$ cat src/acr_readout_note_end.sv
// Holds no logic; the whole readout block lives in acr_readout.sv.

$ cat src/acr_pkg.sv
// Package of constants and carrier types for the conversion readout timer.
// Function
// - Busy ends within 1.5 us, except read-after.
// - Result valid 20 ns before busy falls.
// - Result valid within 1.5 us of start.
// - Busy falls 10 ns after conversion end.
// - Read-after frame starts after conversion completes.
// - Read-after busy falls 25 ns after frame.
// - Read-during frame starts 525 ns after start.
// - Divider setting selects serial clock period.
// - Read-after busy bounded per divider setting.
// - Frame-to-first-clock lead of 3 or 17 ns.
// - Last clock to frame change, 3-300 ns.
// - Read-during always uses the fastest clock.
// - Chip select low enables serial outputs; here only with serialMaster high.
// - Chip select high floats serial outputs.
// - Each result available at once, no pipeline.
package acr_pkg;

    // Clock period in nanoseconds.
    localparam int CLK_NS = 50;
    // Result width in bits.
    localparam int RES_W = 18;
    // Conversion time in nanoseconds, inside the 1.5 us bound.
    localparam int CONV_NS = 1050;
    localparam int CONV_CYC = (CONV_NS + CLK_NS - 1) / CLK_NS;
    // Start to frame delay in read-during mode, in nanoseconds.
    localparam int DUR_SYNC_NS = 525;
    localparam int DUR_SYNC_CYC = (DUR_SYNC_NS + CLK_NS - 1) / CLK_NS;
    // Least lead from frame to first clock edge, fast and slow.
    localparam int LEAD_FAST_NS = 3;
    localparam int LEAD_SLOW_NS = 17;
    localparam int LEAD_FAST_CYC = (LEAD_FAST_NS + CLK_NS - 1) / CLK_NS;
    localparam int LEAD_SLOW_CYC = (LEAD_SLOW_NS + CLK_NS - 1) / CLK_NS;
    // Least time from last clock edge to frame change, per setting.
    localparam int TAIL0_NS = 3;
    localparam int TAIL1_NS = 60;
    localparam int TAIL2_NS = 140;
    localparam int TAIL3_NS = 300;
    localparam int TAIL0_CYC = (TAIL0_NS + CLK_NS - 1) / CLK_NS;
    localparam int TAIL1_CYC = (TAIL1_NS + CLK_NS - 1) / CLK_NS;
    localparam int TAIL2_CYC = (TAIL2_NS + CLK_NS - 1) / CLK_NS;
    localparam int TAIL3_CYC = (TAIL3_NS + CLK_NS - 1) / CLK_NS;
    // Least serial clock period per setting, rounded up to whole cycles.
    // Two cycles is the floor, so settings 00 and 01 run slower.
    localparam int PER1_NS = 60;
    localparam int PER2_NS = 120;
    localparam int PER3_NS = 240;
    localparam int PER0_CYC = 2;
    localparam int PER1_CYC = (PER1_NS + CLK_NS - 1) / CLK_NS;
    localparam int PER2_CYC = (PER2_NS + CLK_NS - 1) / CLK_NS;
    localparam int PER3_CYC = (PER3_NS + CLK_NS - 1) / CLK_NS;
    // Clock high takes the larger part of an odd period, low the rest.
    localparam int HIGH0_CYC = (PER0_CYC + 1) / 2;
    localparam int HIGH1_CYC = (PER1_CYC + 1) / 2;
    localparam int HIGH2_CYC = (PER2_CYC + 1) / 2;
    localparam int HIGH3_CYC = (PER3_CYC + 1) / 2;
    localparam int LOW0_CYC = PER0_CYC - HIGH0_CYC;
    localparam int LOW1_CYC = PER1_CYC - HIGH1_CYC;
    localparam int LOW2_CYC = PER2_CYC - HIGH2_CYC;
    localparam int LOW3_CYC = PER3_CYC - HIGH3_CYC;
    // Width of the small timing counters.
    localparam int CNT_W = 6;

    // Pin inputs that pass the two-stage synchroniser together.
    typedef struct packed {
        logic convStartN;
        logic csN;
        logic serialMaster;
        logic readDuring;
        logic [1:0] divider;
    } acr_pins_type;

    // Serial output levels or enables, one bit per pin.
    typedef struct packed {
        logic frameSync;
        logic sclk;
        logic sdo;
    } acr_serial_type;

    // States of the serial master transfer.
    typedef enum logic [2:0] {
        SER_IDLE,
        SER_LEAD,
        SER_SHIFT,
        SER_TAIL
    } acr_ser_state_type;

endpackage

$ cat src/acr_readout.sv
// Conversion timing and serial master readout for the sampling converter.
`timescale 1ns/10ps
`default_nettype none
module acr_readout
(
    // Clock and synchronous reset.
    input wire logic ref_clk,
    input wire logic srst,
    // Pins from the host, asynchronous to ref_clk.
    input wire logic convert_start_n,
    input wire logic csN,
    input wire logic serialMaster,
    input wire logic readDuring,
    input wire logic [1:0] serial_clock_divider,
    // Sample word from the converter core, on ref_clk.
    input wire logic [17:0] sampleIn,
    // Conversion status and parallel result.
    output logic busy,
    output logic dataValid,
    output logic [17:0] resultData,
    // Serial pins: levels and output enables.
    output acr_pkg::acr_serial_type serOut,
    output acr_pkg::acr_serial_type serOe
);

    // Raw pins gathered into one word.
    acr_pkg::acr_pins_type pinsRaw;
    // First synchroniser stage, read only by the second.
    acr_pkg::acr_pins_type pinsMeta_r;
    // Second synchroniser stage, used by all logic.
    acr_pkg::acr_pins_type pins_r;
    // Start level one cycle older, for edge detection.
    logic startDly_r;
    // Falling edge of the start strobe.
    logic startFall;
    // Conversion in progress and its countdown.
    logic converting_r;
    logic [acr_pkg::CNT_W-1:0] convCnt_r;
    // One-cycle end of conversion event.
    logic eoc_r;
    // Busy flag and the parallel result.
    logic busy_r;
    logic dataValid_r;
    logic [17:0] result_r;
    // Mode held for the whole conversion.
    logic modeMaster_r;
    logic modeDuring_r;
    logic [1:0] modeDiv_r;
    // Cycles since the start, saturating.
    logic [acr_pkg::CNT_W-1:0] since_r;
    // Serial transfer state.
    acr_pkg::acr_ser_state_type serState_r;
    logic [acr_pkg::CNT_W-1:0] serCnt_r;
    logic [4:0] bitCnt_r;
    logic [17:0] shift_r;
    logic sclk_r;
    logic frame_r;
    // Serial transfer has ended, one-cycle pulse.
    logic serDone_r;
    // Frame start requests from the two read modes.
    logic kickAfter;
    logic kickDuring;
    // Timing figures for the active transfer: clock high, clock low, lead and tail.
    logic [acr_pkg::CNT_W-1:0] highCyc;
    logic [acr_pkg::CNT_W-1:0] lowCyc;
    logic [acr_pkg::CNT_W-1:0] leadCyc;
    logic [acr_pkg::CNT_W-1:0] tailCyc;
    // Output enable shared by the three serial pins.
    logic oe_r;

    // Gather the asynchronous pins for the synchroniser.
    assign pinsRaw.convStartN = convert_start_n;
    assign pinsRaw.csN = csN;
    assign pinsRaw.serialMaster = serialMaster;
    assign pinsRaw.readDuring = readDuring;
    assign pinsRaw.divider = serial_clock_divider;

    // Two flip-flops on every pin before any logic reads it.
    always_ff @(posedge ref_clk)
    begin
        if (srst)
        begin
            pinsMeta_r <= '{convStartN: 1'b1, csN: 1'b1, default: '0};
            pins_r <= '{convStartN: 1'b1, csN: 1'b1, default: '0};
        end
        else
        begin
            pinsMeta_r <= pinsRaw;
            pins_r <= pinsMeta_r;
        end
    end

    // Remember the previous start level; idle level is high.
    always_ff @(posedge ref_clk)
    begin
        if (srst)
        begin
            startDly_r <= 1'b1;
        end
        else
        begin
            startDly_r <= pins_r.convStartN;
        end
    end

    // A start only counts while the converter is free.
    assign startFall = startDly_r & ~pins_r.convStartN & ~busy_r;

    // Conversion countdown; the end event fires once per start.
    always_ff @(posedge ref_clk)
    begin
        if (srst)
        begin
            converting_r <= 1'b0;
            convCnt_r <= '0;
            eoc_r <= 1'b0;
        end
        else if (startFall)
        begin
            converting_r <= 1'b1;
            convCnt_r <= acr_pkg::CNT_W'(acr_pkg::CONV_CYC - 1);
            eoc_r <= 1'b0;
        end
        else if (converting_r && convCnt_r == '0)
        begin
            // The conversion time fits the start-to-data bound.
            converting_r <= 1'b0;
            eoc_r <= 1'b1;
        end
        else
        begin
            convCnt_r <= converting_r ? convCnt_r - 1'b1 : convCnt_r;
            eoc_r <= 1'b0;
        end
    end

    // Latch the mode pins at each start so a change cannot tear a read.
    always_ff @(posedge ref_clk)
    begin
        if (srst)
        begin
            modeMaster_r <= 1'b0;
            modeDuring_r <= 1'b0;
            modeDiv_r <= 2'h0;
        end
        else if (startFall)
        begin
            modeMaster_r <= pins_r.serialMaster;
            modeDuring_r <= pins_r.readDuring;
            modeDiv_r <= pins_r.divider;
        end
    end

    // Capture the result at the end of conversion, no pipeline.
    always_ff @(posedge ref_clk)
    begin
        if (srst)
        begin
            result_r <= '0;
            dataValid_r <= 1'b0;
        end
        else if (startFall)
        begin
            dataValid_r <= 1'b0;
        end
        else if (converting_r && convCnt_r == '0)
        begin
            result_r <= sampleIn;
            dataValid_r <= 1'b1;
        end
    end

    // Busy rises at the start and, outside read-after, falls one cycle after the result
    // is valid, so data leads busy by a full period.
    always_ff @(posedge ref_clk)
    begin
        if (srst)
        begin
            busy_r <= 1'b0;
        end
        else if (startFall)
        begin
            busy_r <= 1'b1;
        end
        else if (eoc_r && !(modeMaster_r && !modeDuring_r))
        begin
            // Busy ends well inside 1.5 us of the start.
            busy_r <= 1'b0;
        end
        else if (serDone_r && modeMaster_r && !modeDuring_r)
        begin
            // Busy follows the frame drop by one cycle.
            busy_r <= 1'b0;
        end
    end

    // Count cycles since the start, for the read-during frame.
    always_ff @(posedge ref_clk)
    begin
        if (srst)
        begin
            since_r <= '1;
        end
        else if (startFall)
        begin
            since_r <= '0;
        end
        else if (since_r != '1)
        begin
            since_r <= since_r + 1'b1;
        end
    end

    // Read-after starts its frame at the end of conversion.
    assign kickAfter = eoc_r & modeMaster_r & ~modeDuring_r;
    // Read-during starts its frame 525 ns after the start.
    assign kickDuring = modeMaster_r & modeDuring_r &
        (since_r == acr_pkg::CNT_W'(acr_pkg::DUR_SYNC_CYC - 2));

    // Clock timing from the divider, fastest in read-during.
    always_comb
    begin
        highCyc = acr_pkg::CNT_W'(acr_pkg::HIGH0_CYC);
        lowCyc = acr_pkg::CNT_W'(acr_pkg::LOW0_CYC);
        leadCyc = acr_pkg::CNT_W'(acr_pkg::LEAD_FAST_CYC);
        tailCyc = acr_pkg::CNT_W'(acr_pkg::TAIL0_CYC);
        if (!modeDuring_r)
        begin
            // Uneven high and low keep the slow periods inside their range.
            unique case (modeDiv_r)
                2'h0:
                begin
                    highCyc = acr_pkg::CNT_W'(acr_pkg::HIGH0_CYC);
                    lowCyc = acr_pkg::CNT_W'(acr_pkg::LOW0_CYC);
                end
                2'h1:
                begin
                    highCyc = acr_pkg::CNT_W'(acr_pkg::HIGH1_CYC);
                    lowCyc = acr_pkg::CNT_W'(acr_pkg::LOW1_CYC);
                    leadCyc = acr_pkg::CNT_W'(acr_pkg::LEAD_SLOW_CYC);
                    tailCyc = acr_pkg::CNT_W'(acr_pkg::TAIL1_CYC);
                end
                2'h2:
                begin
                    highCyc = acr_pkg::CNT_W'(acr_pkg::HIGH2_CYC);
                    lowCyc = acr_pkg::CNT_W'(acr_pkg::LOW2_CYC);
                    leadCyc = acr_pkg::CNT_W'(acr_pkg::LEAD_SLOW_CYC);
                    tailCyc = acr_pkg::CNT_W'(acr_pkg::TAIL2_CYC);
                end
                2'h3:
                begin
                    highCyc = acr_pkg::CNT_W'(acr_pkg::HIGH3_CYC);
                    lowCyc = acr_pkg::CNT_W'(acr_pkg::LOW3_CYC);
                    leadCyc = acr_pkg::CNT_W'(acr_pkg::LEAD_SLOW_CYC);
                    tailCyc = acr_pkg::CNT_W'(acr_pkg::TAIL3_CYC);
                end
            endcase
        end
    end

    // Serial master: frame, lead, 18 clocks MSB first, tail.
    always_ff @(posedge ref_clk)
    begin
        if (srst)
        begin
            serState_r <= acr_pkg::SER_IDLE;
            serCnt_r <= '0;
            bitCnt_r <= 5'h00;
            shift_r <= '0;
            sclk_r <= 1'b0;
            frame_r <= 1'b0;
            serDone_r <= 1'b0;
        end
        else
        begin
            serDone_r <= 1'b0;
            unique case (serState_r)
                acr_pkg::SER_IDLE:
                begin
                    // Read-after sends the word just captured, read-during
                    // the previous one; both sit in the result register.
                    if (kickAfter || kickDuring)
                    begin
                        shift_r <= result_r;
                        frame_r <= 1'b1;
                        serCnt_r <= leadCyc - 1'b1;
                        serState_r <= acr_pkg::SER_LEAD;
                    end
                end
                acr_pkg::SER_LEAD:
                begin
                    // Hold off the first edge after the frame.
                    if (serCnt_r == '0)
                    begin
                        serCnt_r <= lowCyc - 1'b1;
                        bitCnt_r <= 5'(acr_pkg::RES_W);
                        serState_r <= acr_pkg::SER_SHIFT;
                    end
                    else
                    begin
                        serCnt_r <= serCnt_r - 1'b1;
                    end
                end
                acr_pkg::SER_SHIFT:
                begin
                    if (serCnt_r != '0)
                    begin
                        serCnt_r <= serCnt_r - 1'b1;
                    end
                    else if (!sclk_r)
                    begin
                        // Rising edge: host samples the present bit.
                        sclk_r <= 1'b1;
                        serCnt_r <= highCyc - 1'b1;
                    end
                    else
                    begin
                        // Falling edge: move to the next bit.
                        sclk_r <= 1'b0;
                        shift_r <= {shift_r[16:0], 1'b0};
                        bitCnt_r <= bitCnt_r - 1'b1;
                        serCnt_r <= lowCyc - 1'b1;
                        if (bitCnt_r == 5'h01)
                        begin
                            serCnt_r <= tailCyc - 1'b1;
                            serState_r <= acr_pkg::SER_TAIL;
                        end
                    end
                end
                acr_pkg::SER_TAIL:
                begin
                    // Keep the frame after the last edge.
                    if (serCnt_r == '0)
                    begin
                        frame_r <= 1'b0;
                        serDone_r <= 1'b1;
                        serState_r <= acr_pkg::SER_IDLE;
                    end
                    else
                    begin
                        serCnt_r <= serCnt_r - 1'b1;
                    end
                end
                default:
                begin
                    serState_r <= acr_pkg::SER_IDLE;
                end
            endcase
        end
    end

    // Pins drive only in serial master mode with chip select low.
    always_ff @(posedge ref_clk)
    begin
        if (srst)
        begin
            oe_r <= 1'b0;
        end
        else
        begin
            // Low select drives only with serialMaster high, high select floats.
            oe_r <= ~pins_r.csN & pins_r.serialMaster;
        end
    end

    // Outputs.
    assign busy = busy_r;
    assign dataValid = dataValid_r;
    assign resultData = result_r;
    assign serOut.frameSync = frame_r;
    assign serOut.sclk = sclk_r;
    assign serOut.sdo = shift_r[17];
    assign serOe = {3{oe_r}};

endmodule
`default_nettype wire

$ cat config.mk
export PLATFORM = sky130hd
export DESIGN_NAME = acr_readout
export DESIGN_NICKNAME = d
export VERILOG_FILES = /design/src/acr_readout_note_end.sv /design/src/acr_pkg.sv /design/src/acr_readout.sv
export SDC_FILE = /design/constraint.sdc
export NUM_CORES = 1
export LEC_CHECK = 0
export BUFFER_PORTS_ARGS = -buffer_cell sky130_fd_sc_hd__buf_2
export CORE_MARGIN = 8
export CORE_UTILIZATION = 30
export CTS_CLUSTER_SIZE = 10
export DETAILED_ROUTE_END_ITERATION = 10
export PLACE_DENSITY = 0.52
export SETUP_SLACK_MARGIN = 0.15
export SLEW_MARGIN = 0
export SYNTH_ARGS = -nofsm -noshare
export SYNTH_HDL_FRONTEND = slang
export SYNTH_SLANG_ARGS = --single-unit
export TNS_END_PERCENT = 1
$ cat constraint.sdc
create_clock -name ref_clk -period 4 [get_ports ref_clk]
set_input_delay 0 -clock ref_clk [delete_from_list [all_inputs] [get_ports ref_clk]]
set_output_delay 0 -clock ref_clk [all_outputs]
set_load 0.005 [all_outputs]
==> results of run 1 <==
-- registers in the layout (all words and copies together), names as in the netlist, 2 cells and up --
signal and cells:
resultData 18, shift_r 18, convCnt_r 6, pinsMeta_r 6, pins_r 6, serCnt_r 6
since_r 6, bitCnt_r 5, modeDiv_r 2, serState_r 2
-- cells by family after synthesis --
logic type | Yosys count | share of synthesized area
AOI/OAI and AO/OA | 79 | 0.164
muxes | 40 | 0.0977
buffers and inverters | 43 | 0.0551
xor gates and xnor gates | 12 | 0.0256
DFF | 86 | 0.419
and+or+nand+nor | 147 | 0.187
adders and majority gates | 17 | 0.0517
-- per-layer routing --
metal	up-vias	global-route usage	wire length, µm
li1	1610	-	-
met1	1445	0.132	4360
met2	57	0.165	4050
met3	11	0.0280	378
met4	0	0.0442	130
met5	-	0	0
-- power groups by stage --
stage / Combinational [mW] / Sequential [mW] / Clock (mW)
after CTS: 0.551 / 1.05 / 0.801
after global routing: 0.624 / 1.07 / 0.844
after global placement: 0.511 / 1.07 / 0
after detailed placement: 0.528 / 1.07 / 0
after floorplan: 0.446 / 1.05 / 0
final: 0.544 / 1.05 / 0.774
-- cell usage in the layout, fill, tap and decap left out, drive strengths merged, types with 2 or more instances in the layout --
cell type and count:
a211oi 21, a21oi 16, a221oi 2, a222oi 2
and2 3, and3 2, buf 53, clkbuf 11
clkinv 2, clkinvlp 2, dfxtp 86, dlygate4sd3 25
ha 17, inv 17, mux2i 39, nand2 21
nand2b 5, nand3 10, nand3b 2, nand4 5
nor2 57, nor2b 12, nor3 6, nor3b 2
nor4 5, o21a 3, o21ai 16, o221ai 2
o2bb2ai 2, or2 6, or3 2, or3b 2
or4b 2, xnor2 8, xor2 4
-- synth_stat cells (2+ instances only) --
library cell	n
dfxtp_1	86
nor2_1	57
mux2i_1	39
nand2_1	21
a211oi_2	17
ha_1	17
inv_1	16
a21oi_1	15
o21ai_0	15
nor2b_1	12
clkbuf_1	11
nand3_1	10
xnor2_1	8
buf_4	6
or2_2	6
buf_6	5
nand2b_1	5
nand4_1	5
nor3_1	5
nor4_1	5
a211oi_1	4
buf_2	4
xor2_1	4
and2_1	3
o21a_1	3
a222oi_1	2
and3_1	2
nand3b_1	2
nor3b_1	2
o221ai_1	2
o2bb2ai_1	2
or3b_2	2
-- critical path, stage by stage, from the launching register on --
cell and delay [ps]:
dfxtp_1 340, inv_1 130, ha_1 210, nor2b_1 370
nand4_1 210, a21oi_4 860, nor2_1 130, a211oi_2 230
-- how the worst min path moves through the flow --
| stage | end | slack [ps] |
|---|---|---|
| after global routing | oe_r$_SDFF_PP0_ | 410 |
| after detailed placement | pinsMeta_r[4]$_SDFF_PP1_ | 190 |
| after floorplan | pinsMeta_r[4]$_SDFF_PP1_ | 100 |
| after CTS | pinsMeta_r[5]$_SDFF_PP1_ | 370 |
| after global placement | pinsMeta_r[4]$_SDFF_PP1_ | 180 |
| final | oe_r$_SDFF_PP0_ | 400 |
-- cell type report --
cell class / count / area, µm²
clock buffers: 11 / 243
clock inverters: 5 / 33.8
fillers: 1338 / 8330
inverters: 16 / 60.1
multi-input cells: 295 / 2160
flip-flops and latches: 86 / 1720
well taps: 176 / 220
repair buffers: 78 / 520
==> flow_summary.json, run 1 <==
{
  "antenna-diode-count": 0,
  "cts_setup_buffers": 0,
  "endpoint_kind": "flip-flop",
  "fin_crit_ps": 2580,
  "synth-seq-cells": 86,
  "clkSinkCount": 86,
  "dieArea_mm2": 0.0177,
  "syn_area_per_cell_um2": 9.70,
  "total_power_mw": 2.37,
  "drt-total-wl_um": 8920,
  "worst_slack_ps": 1420,
  "hp-class": "reg2reg",
  "ioPinCount": 52,
  "power_frac_comb": 0.230,
  "synth_area_leaders": "dfxtp_1 42%, mux2i_1 9.5%, nor2_1 5.2%",
  "drt-initial-drc-count": 148,
  "grt.total_usage": 0.105,
  "antenna_found_initial": 0,
  "rr_endpoint": "shift_r[9]$_SDFFE_PP0P_",
  "synthFlopType": "dfxtp_1",
  "grt_overflow_total": 0,
  "synthArstFlopShare": 0,
  "seq_area_frac_synth": 0.419,
  "hold_path_startpoint": "pins_r[4]$_SDFF_PP1_",
  "dp.cells": 626,
  "setup_viol": 0,
  "area_growth_pct": 20.7,
  "p_sw_uw": 712,
  "placed_cell_area_mm2": 0.00444,
  "powerDensity_mw_per_mm2": 477,
  "path_clk_slew_ps": 60,
  "status": "finished clean",
  "cts_tree": "yes",
  "rsz0062_at_grt": "false",
  "crit_fanout": 36,
  "drv_slew": 0,
  "final.period_utilization": 0.644,
  "synth_cells": 424,
  "hold_violations": 0,
  "synth_top_area_frac": 0.419,
  "die_h_um": 133,
  "synth_edf_count": 0,
  "cts-root-buf": "clkbuf_16",
  "relSlewSlack": 0.188,
  "cts_resized": 0,
  "htreeDepth": 3,
  "fp.dieW_um": 133,
  "syn_area_mm2": 0.00411,
  "max-cap-violations": 0,
  "core-area_mm2": 0.0133,
  "critPathLaunch": "serCnt_r[0]$_SDFFE_PP0P_",
  "cp-start-kind": "flip-flop",
  "instances_no_fill": 667,
  "num_vias": 3123,
  "switching_share": 0.301,
  "worstHoldPathCells": 1,
  "final_nets": 529,
  "final_antenna_net_count": 0,
  "first_global_vias": 3262,
  "hold-worst-slack_ps": 396,
  "numCtsBuffers": 9,
  "syn_nets": 467,
  "arrival_ps": 2830,
  "yosysUniqueCellTypes": 63,
  "peakVddDrop_v": 0.000248,
  "routedWlPerCell_um": 13.4,
  "power_frac_seq": 0.443,
  "yosysTopAreaCell": "dfxtp_1",
  "p_clk_frac": 0.327,
  "cts_buffer_depth": 2,
  "r2r_start": "serCnt_r[0]$_SDFFE_PP0P_",
  "place_congestion": 0.742,
  "worst_pin_slew_ps": 1210,
  "initial_utilization": 0.309,
  "numPortBuffers": 51,
  "reg2reg_slack_ps": 1420,
  "yosys_warnings": 0,
  "row_count": 42,
  "grt_max_degree": 65,
  "internal_power_mw": 1.66,
  "grt_pass1_wl_um": 15500,
  "post-place-ws_ps": 1400,
  "final_layout_size_suffix_gt1_frac": 0.212,
  "fmax_mhz": 388,
  "cts_hold_buf": 25,
  "required_ps": 4250,
  "dp_hpwl_um": 6090,
  "viasPerCell": 4.68,
  "drtPass1Iterations": 4,
  "fin_util": 0.373,
  "endpoint": "shift_r[9]$_SDFFE_PP0P_",
  "crit_type": "reg2reg",
  "skew_ps": 5.11,
  "p_leak_nw": 2.04,
  "clk_latency_ps": 330,
  "drc_errors": 0,
  "r2r.worst_path.cells": 7,
  "setup_tns_ps": 0,
  "postLayoutCellArea_mm2": 0.00496
}
(Power assumes the default switching activity.)
==> run 2, diff against run 1 <==
--- a/config.mk
+++ b/config.mk
@@ -10,7 +10,7 @@
 export CORE_UTILIZATION = 30
 export CTS_CLUSTER_SIZE = 10
 export DETAILED_ROUTE_END_ITERATION = 10
-export PLACE_DENSITY = 0.52
+export PLACE_DENSITY = 0.53
 export SETUP_SLACK_MARGIN = 0.15
 export SLEW_MARGIN = 0
 export SYNTH_ARGS = -nofsm -noshare
==> constraint.sdc (replaced) <==
create_clock -name ref_clk -period 2.2 [get_ports ref_clk]
set_input_delay 0 -clock ref_clk [delete_from_list [all_inputs] [get_ports ref_clk]]
set_output_delay 0 -clock ref_clk [all_outputs]
set_load 0.005 [all_outputs]
==> flow_summary.json, run 2 (synthesis results as in run 1) <==
{
  "status": "finished clean",
  "fin_util": 0.389,
  "nFillCells": 1311,
  "postLayoutCellArea_mm2": 0.00517,
  "crit_fanout": 4,
  "grt.total_usage": 0.102,
  "cts_buffer_depth": 2,
  "final_nets": 543,
  "worst_slack_ps": 204,
  "numCtsBuffers": 9,
  "num_vias": 3205,
  "clkSinkCount": 86,
  "peakVddDrop_v": 0.000480,
  "cts-root-buf": "clkbuf_16",
  "endpoint_kind": "flip-flop",
  "powerDensity_mw_per_mm2": 866,
  "drt-initial-drc-count": 187,
  "viasPerCell": 4.71,
  "place_congestion": 0.871,
  "placed_cell_area_mm2": 0.00453,
  "area_growth_pct": 25.7,
  "drtPass1Iterations": 4,
  "antenna_found_initial": 0,
  "fmax_mhz": 501,
  "grt_max_degree": 37,
  "fp.dieW_um": 133,
  "cp-start-kind": "flip-flop",
  "die_h_um": 133,
  "relSlewSlack": 0.675,
  "htreeDepth": 3,
  "arrival_ps": 2210,
  "routedWlPerCell_um": 13.1,
  "dieArea_mm2": 0.0177,
  "drv_slew": 0,
  "clk_latency_ps": 330,
  "skew_ps": 9.19,
  "dp_hpwl_um": 6210,
  "antenna-diode-count": 0,
  "p_leak_nw": 2.13,
  "grt_pass1_wl_um": 15400,
  "numPortBuffers": 51,
  "cts_tree": "yes",
  "setup_tns_ps": 0,
  "initial_utilization": 0.309,
  "ioPinCount": 52,
  "total_power_mw": 4.48,
  "hold_violations": 0,
  "final.period_utilization": 0.907,
  "core-area_mm2": 0.0133,
  "layout_commonest_cell": "dfxtp_1",
  "hp-class": "in2reg",
  "final_layout_size_suffix_gt1_frac": 0.263,
  "required_ps": 2410,
  "path_clk_slew_ps": 60,
  "final_antenna_net_count": 0,
  "grt_overflow_total": 0,
  "first_global_vias": 3273,
  "crit_type": "reg2reg",
  "max-cap-violations": 0,
  "worst_pin_slew_ps": 487,
  "row_count": 42,
  "rsz0062_at_grt": "true",
  "fin_crit_ps": 2000,
  "final_cell_mix": "83 x dfxtp_1, 57 x nor2_1, 51 x buf_2",
  "post-place-ws_ps": 84.3,
  "drt-total-wl_um": 8890,
  "setup_viol": 0,
  "drc_errors": 0
}
run 2: critical path: stages, from the launching register on:
cell and delay (ps):
dfxtp_2 330, inv_2 70, ha_2 170, or4b_4 490, mux2i_1 140, a211o_1 290, a222oi_1 320, o2bb2ai_1 90
run 2: final timing paths:
check,from,to,slack [ps],cells past startpoint
hold reg to reg,pins_r[4]$_SDFF_PP1_,oe_r$_SDFF_PP0_,400,1
setup reg to reg,bitCnt_r[1]$_SDFFE_PP0P_,serCnt_r[1]$_SDFFE_PP0P_,200,7
hold / removal,srst,serState_r[1]$_SDFFE_PP0P_,30,2
setup / recovery,bitCnt_r[1]$_SDFFE_PP0P_,serCnt_r[1]$_SDFFE_PP0P_,200,7
run 2: metal layers:
metal / global-route usage / vias to the layer above / part of all wire
li1: - / 1642 / -
met5: 0 / - / 0
met2: 0.163 / 62 / 0.44
met3: 0.0235 / 8 / 0.044
met1: 0.133 / 1493 / 0.50
met4: 0.0341 / 0 / 0.016
run 2: what timing repair did:
item,4_1_cts,5_1_grt
buffers inserted,0,6
hold buffers,24,0
endpoints found under the hold margin,24,0
endpoints found under the setup margin,6,31
pin swaps,1,4
gates resized for setup,1,16
run 2: through the flow:
step                hold slack (ps)  instances
finish                         29.2        681
global route                   60.2        681
CTS                            29.7        675
detailed placement              192        635
global placement                185        635
floorplan                       104        424
run 2: report_power, final:
part,switching (mW),total [mW],leakage (nW),internal [mW]
Sequential,0.165,1.93,0.701,1.76
Combinational,0.554,1.10,1.29,0.542
Clock,0.594,1.45,0.135,0.859
Total,1.31,4.48,2.13,3.16
run 2: area by class of cell:
| class | instances | area, µm² | share of cell area |
|---|---|---|---|
| sequential | 86 | 1730 | 0.334 |
| inverter | 16 | 60.1 | 0.0116 |
| tap | 176 | 220 | 0.0426 |
| clock buffer | 14 | 274 | 0.0530 |
| timing repair buffer | 92 | 648 | 0.125 |
| clock inverter | 2 | 15.0 | 0.00291 |
| multi-input combinational | 295 | 2220 | 0.430 |
==> run 3, diff against run 2 <==
--- a/config.mk
+++ b/config.mk
@@ -10,7 +10,7 @@
 export CORE_UTILIZATION = 30
 export CTS_CLUSTER_SIZE = 10
 export DETAILED_ROUTE_END_ITERATION = 10
-export PLACE_DENSITY = 0.53
+export PLACE_DENSITY = 0.52
 export SETUP_SLACK_MARGIN = 0.15
 export SLEW_MARGIN = 0
 export SYNTH_ARGS = -nofsm -noshare
==> constraint.sdc (replaced) <==
create_clock -name ref_clk -period 2.5 [get_ports ref_clk]
set_input_delay 0 -clock ref_clk [delete_from_list [all_inputs] [get_ports ref_clk]]
set_output_delay 0 -clock ref_clk [all_outputs]
set_load 0.005 [all_outputs]
==> flow_summary.json, run 3 (synthesis results as in run 1) <==
{
  "status": "finished clean",
  "final_nets": 537,
  "switching_share": 0.292,
  "powerDensity_mw_per_mm2": 789,
  "viasPerCell": 4.71,
  "worst_pin_slew_ps": 737,
  "clkSinkCount": 86,
  "cp_slowest_stage_delay_ps": 680,
  "post-place-ws_ps": 193,
  "relSlewSlack": 0.509,
  "p_leak_nw": 2.10,
  "core-area_mm2": 0.0133,
  "routedWlPerCell_um": 13.4,
  "rsz0062_at_grt": "true",
  "crit_type": "reg2reg",
  "worst_slack_ps": 318,
  "peakVddDrop_v": 0.000276,
  "antenna-diode-count": 0,
  "grt_pass1_wl_um": 15300,
  "drtPass1Iterations": 4,
  "initial_utilization": 0.309,
  "final_antenna_net_count": 0,
  "path_cells": "inv_1, ha_1, nor2b_1, nand4_1, a21oi_4, nor2_1, a211oi_2",
  "numCtsBuffers": 9,
  "internal_power_mw": 2.83,
  "fin_crit_ps": 2180,
  "dieArea_mm2": 0.0177,
  "setup_viol": 0,
  "path_clk_slew_ps": 70,
  "final_layout_size_suffix_gt1_frac": 0.226,
  "clk_latency_ps": 330,
  "setup_tns_ps": 0,
  "crit_fanout": 18,
  "grt_overflow_total": 0,
  "power_frac_seq": 0.421,
  "ioPinCount": 52,
  "p_sw_mw": 1.17,
  "fp.dieW_um": 133,
  "grt.total_usage": 0.104,
  "htreeDepth": 3,
  "dp.cells": 633,
  "final_cell_mix": "86 x dfxtp_1, 57 x nor2_1, 51 x buf_2",
  "layout_commonest_cell": "dfxtp_1",
  "required_ps": 2760,
  "num_vias": 3180,
  "drv_slew": 0,
  "cts-root-buf": "clkbuf_16",
  "area_growth_pct": 23.4,
  "nFillCells": 1319,
  "instances_no_fill": 675,
  "cts_tree": "yes",
  "die_h_um": 133,
  "antenna_found_initial": 0,
  "fin_util": 0.382,
  "place_congestion": 0.855,
  "hp-class": "in2reg",
  "numPortBuffers": 51,
  "drc_errors": 0,
  "dp_hpwl_um": 6130,
  "endpoint_kind": "flip-flop",
  "postLayoutCellArea_mm2": 0.00507,
  "max-cap-violations": 0,
  "skew_ps": 6.70,
  "arrival_ps": 2440,
  "p_clk_frac": 0.357,
  "final.period_utilization": 0.873,
  "grt_max_degree": 37,
  "placed_cell_area_mm2": 0.00449,
  "cts_buffer_depth": 2,
  "cp-start-kind": "flip-flop",
  "row_count": 42,
  "drt-total-wl_um": 9080,
  "cpMaxStageDelayCell": "a21oi_4",
  "power_frac_comb": 0.222,
  "drt-initial-drc-count": 142,
  "hold_violations": 0,
  "first_global_vias": 3214,
  "fmax_mhz": 458
}
-- run 3: cell count changes in the layout (fill, tap and decap cells not counted), sizes merged --
cell,previous run,this run
buf,68,61
clkinv,0,2
clkinvlp,2,0
clkbuf,14,11
bufinv,0,2
inv,16,17
a21oi,16,17
-- run 3: timing repair --
action,in CTS,in global routing
endpoints found under the hold margin,24,0
gates resized for setup,0,2
setup buffers,0,1
hold buffers,24,0
endpoints found under the setup margin,0,24
-- run 3: area by class of cell --
type                       count  area (µm²)  share of cell area
clock buffer                  11         233              0.0459
tap                          176         220              0.0434
inverter                      16        60.1              0.0118
sequential                    86        1720               0.339
clock inverter                 5        82.6              0.0163
timing repair buffer          85         571               0.112
multi-input combinational    296        2180               0.431
-- run 3: stage by stage --
| stage | hold slack (ps) | power [mW] |
|---|---|---|
| floorplan | 104 | 2.39 |
| global placement | 185 | 2.53 |
| detailed placement | 185 | 2.56 |
| CTS | 71.3 | 4.03 |
| global route | 81.3 | 4.26 |
| finish | 72.0 | 4.00 |
-- run 3: final timing paths --
check                           slack [ps]                          to                startpoint  cells after the start
worst min register to register         390             oe_r$_SDFF_PP0_      pins_r[4]$_SDFF_PP1_                      1
worst max-delay path                   320     shift_r[4]$_SDFFE_PP0P_  serCnt_r[0]$_SDFFE_PP0P_                      7
worst min-delay path                    70  resultData[5]$_SDFFE_PP0P_                      srst                      2
worst max register to register         320     shift_r[4]$_SDFFE_PP0P_  serCnt_r[0]$_SDFFE_PP0P_                      7
-- run 3: per-layer routing --
| layer | track usage | routed length [µm] |
|---|---|---|
| met1 | 0.129 | 4460 |
| met2 | 0.169 | 4170 |
| met5 | 0 | 0 |
| met4 | 0.0379 | 109 |
| met3 | 0.0257 | 339 |
-- run 3: power by group through the flow --
stage / registers (mW) / logic, mW / clock network [mW]
final: 1.69 / 0.889 / 1.43
after global routing: 1.71 / 1.02 / 1.53
after CTS: 1.69 / 0.884 / 1.46
after detailed placement: 1.71 / 0.848 / 0
after global placement: 1.71 / 0.824 / 0
after floorplan: 1.68 / 0.714 / 0
-- run 3: critical path, delay by kind of cell, from the launching register on --
family	cells	cell delay, ps
fa+ha+maj	1	180
simple gates	3	560
buf+inv	1	120
flops	1	350
compound gates	2	890
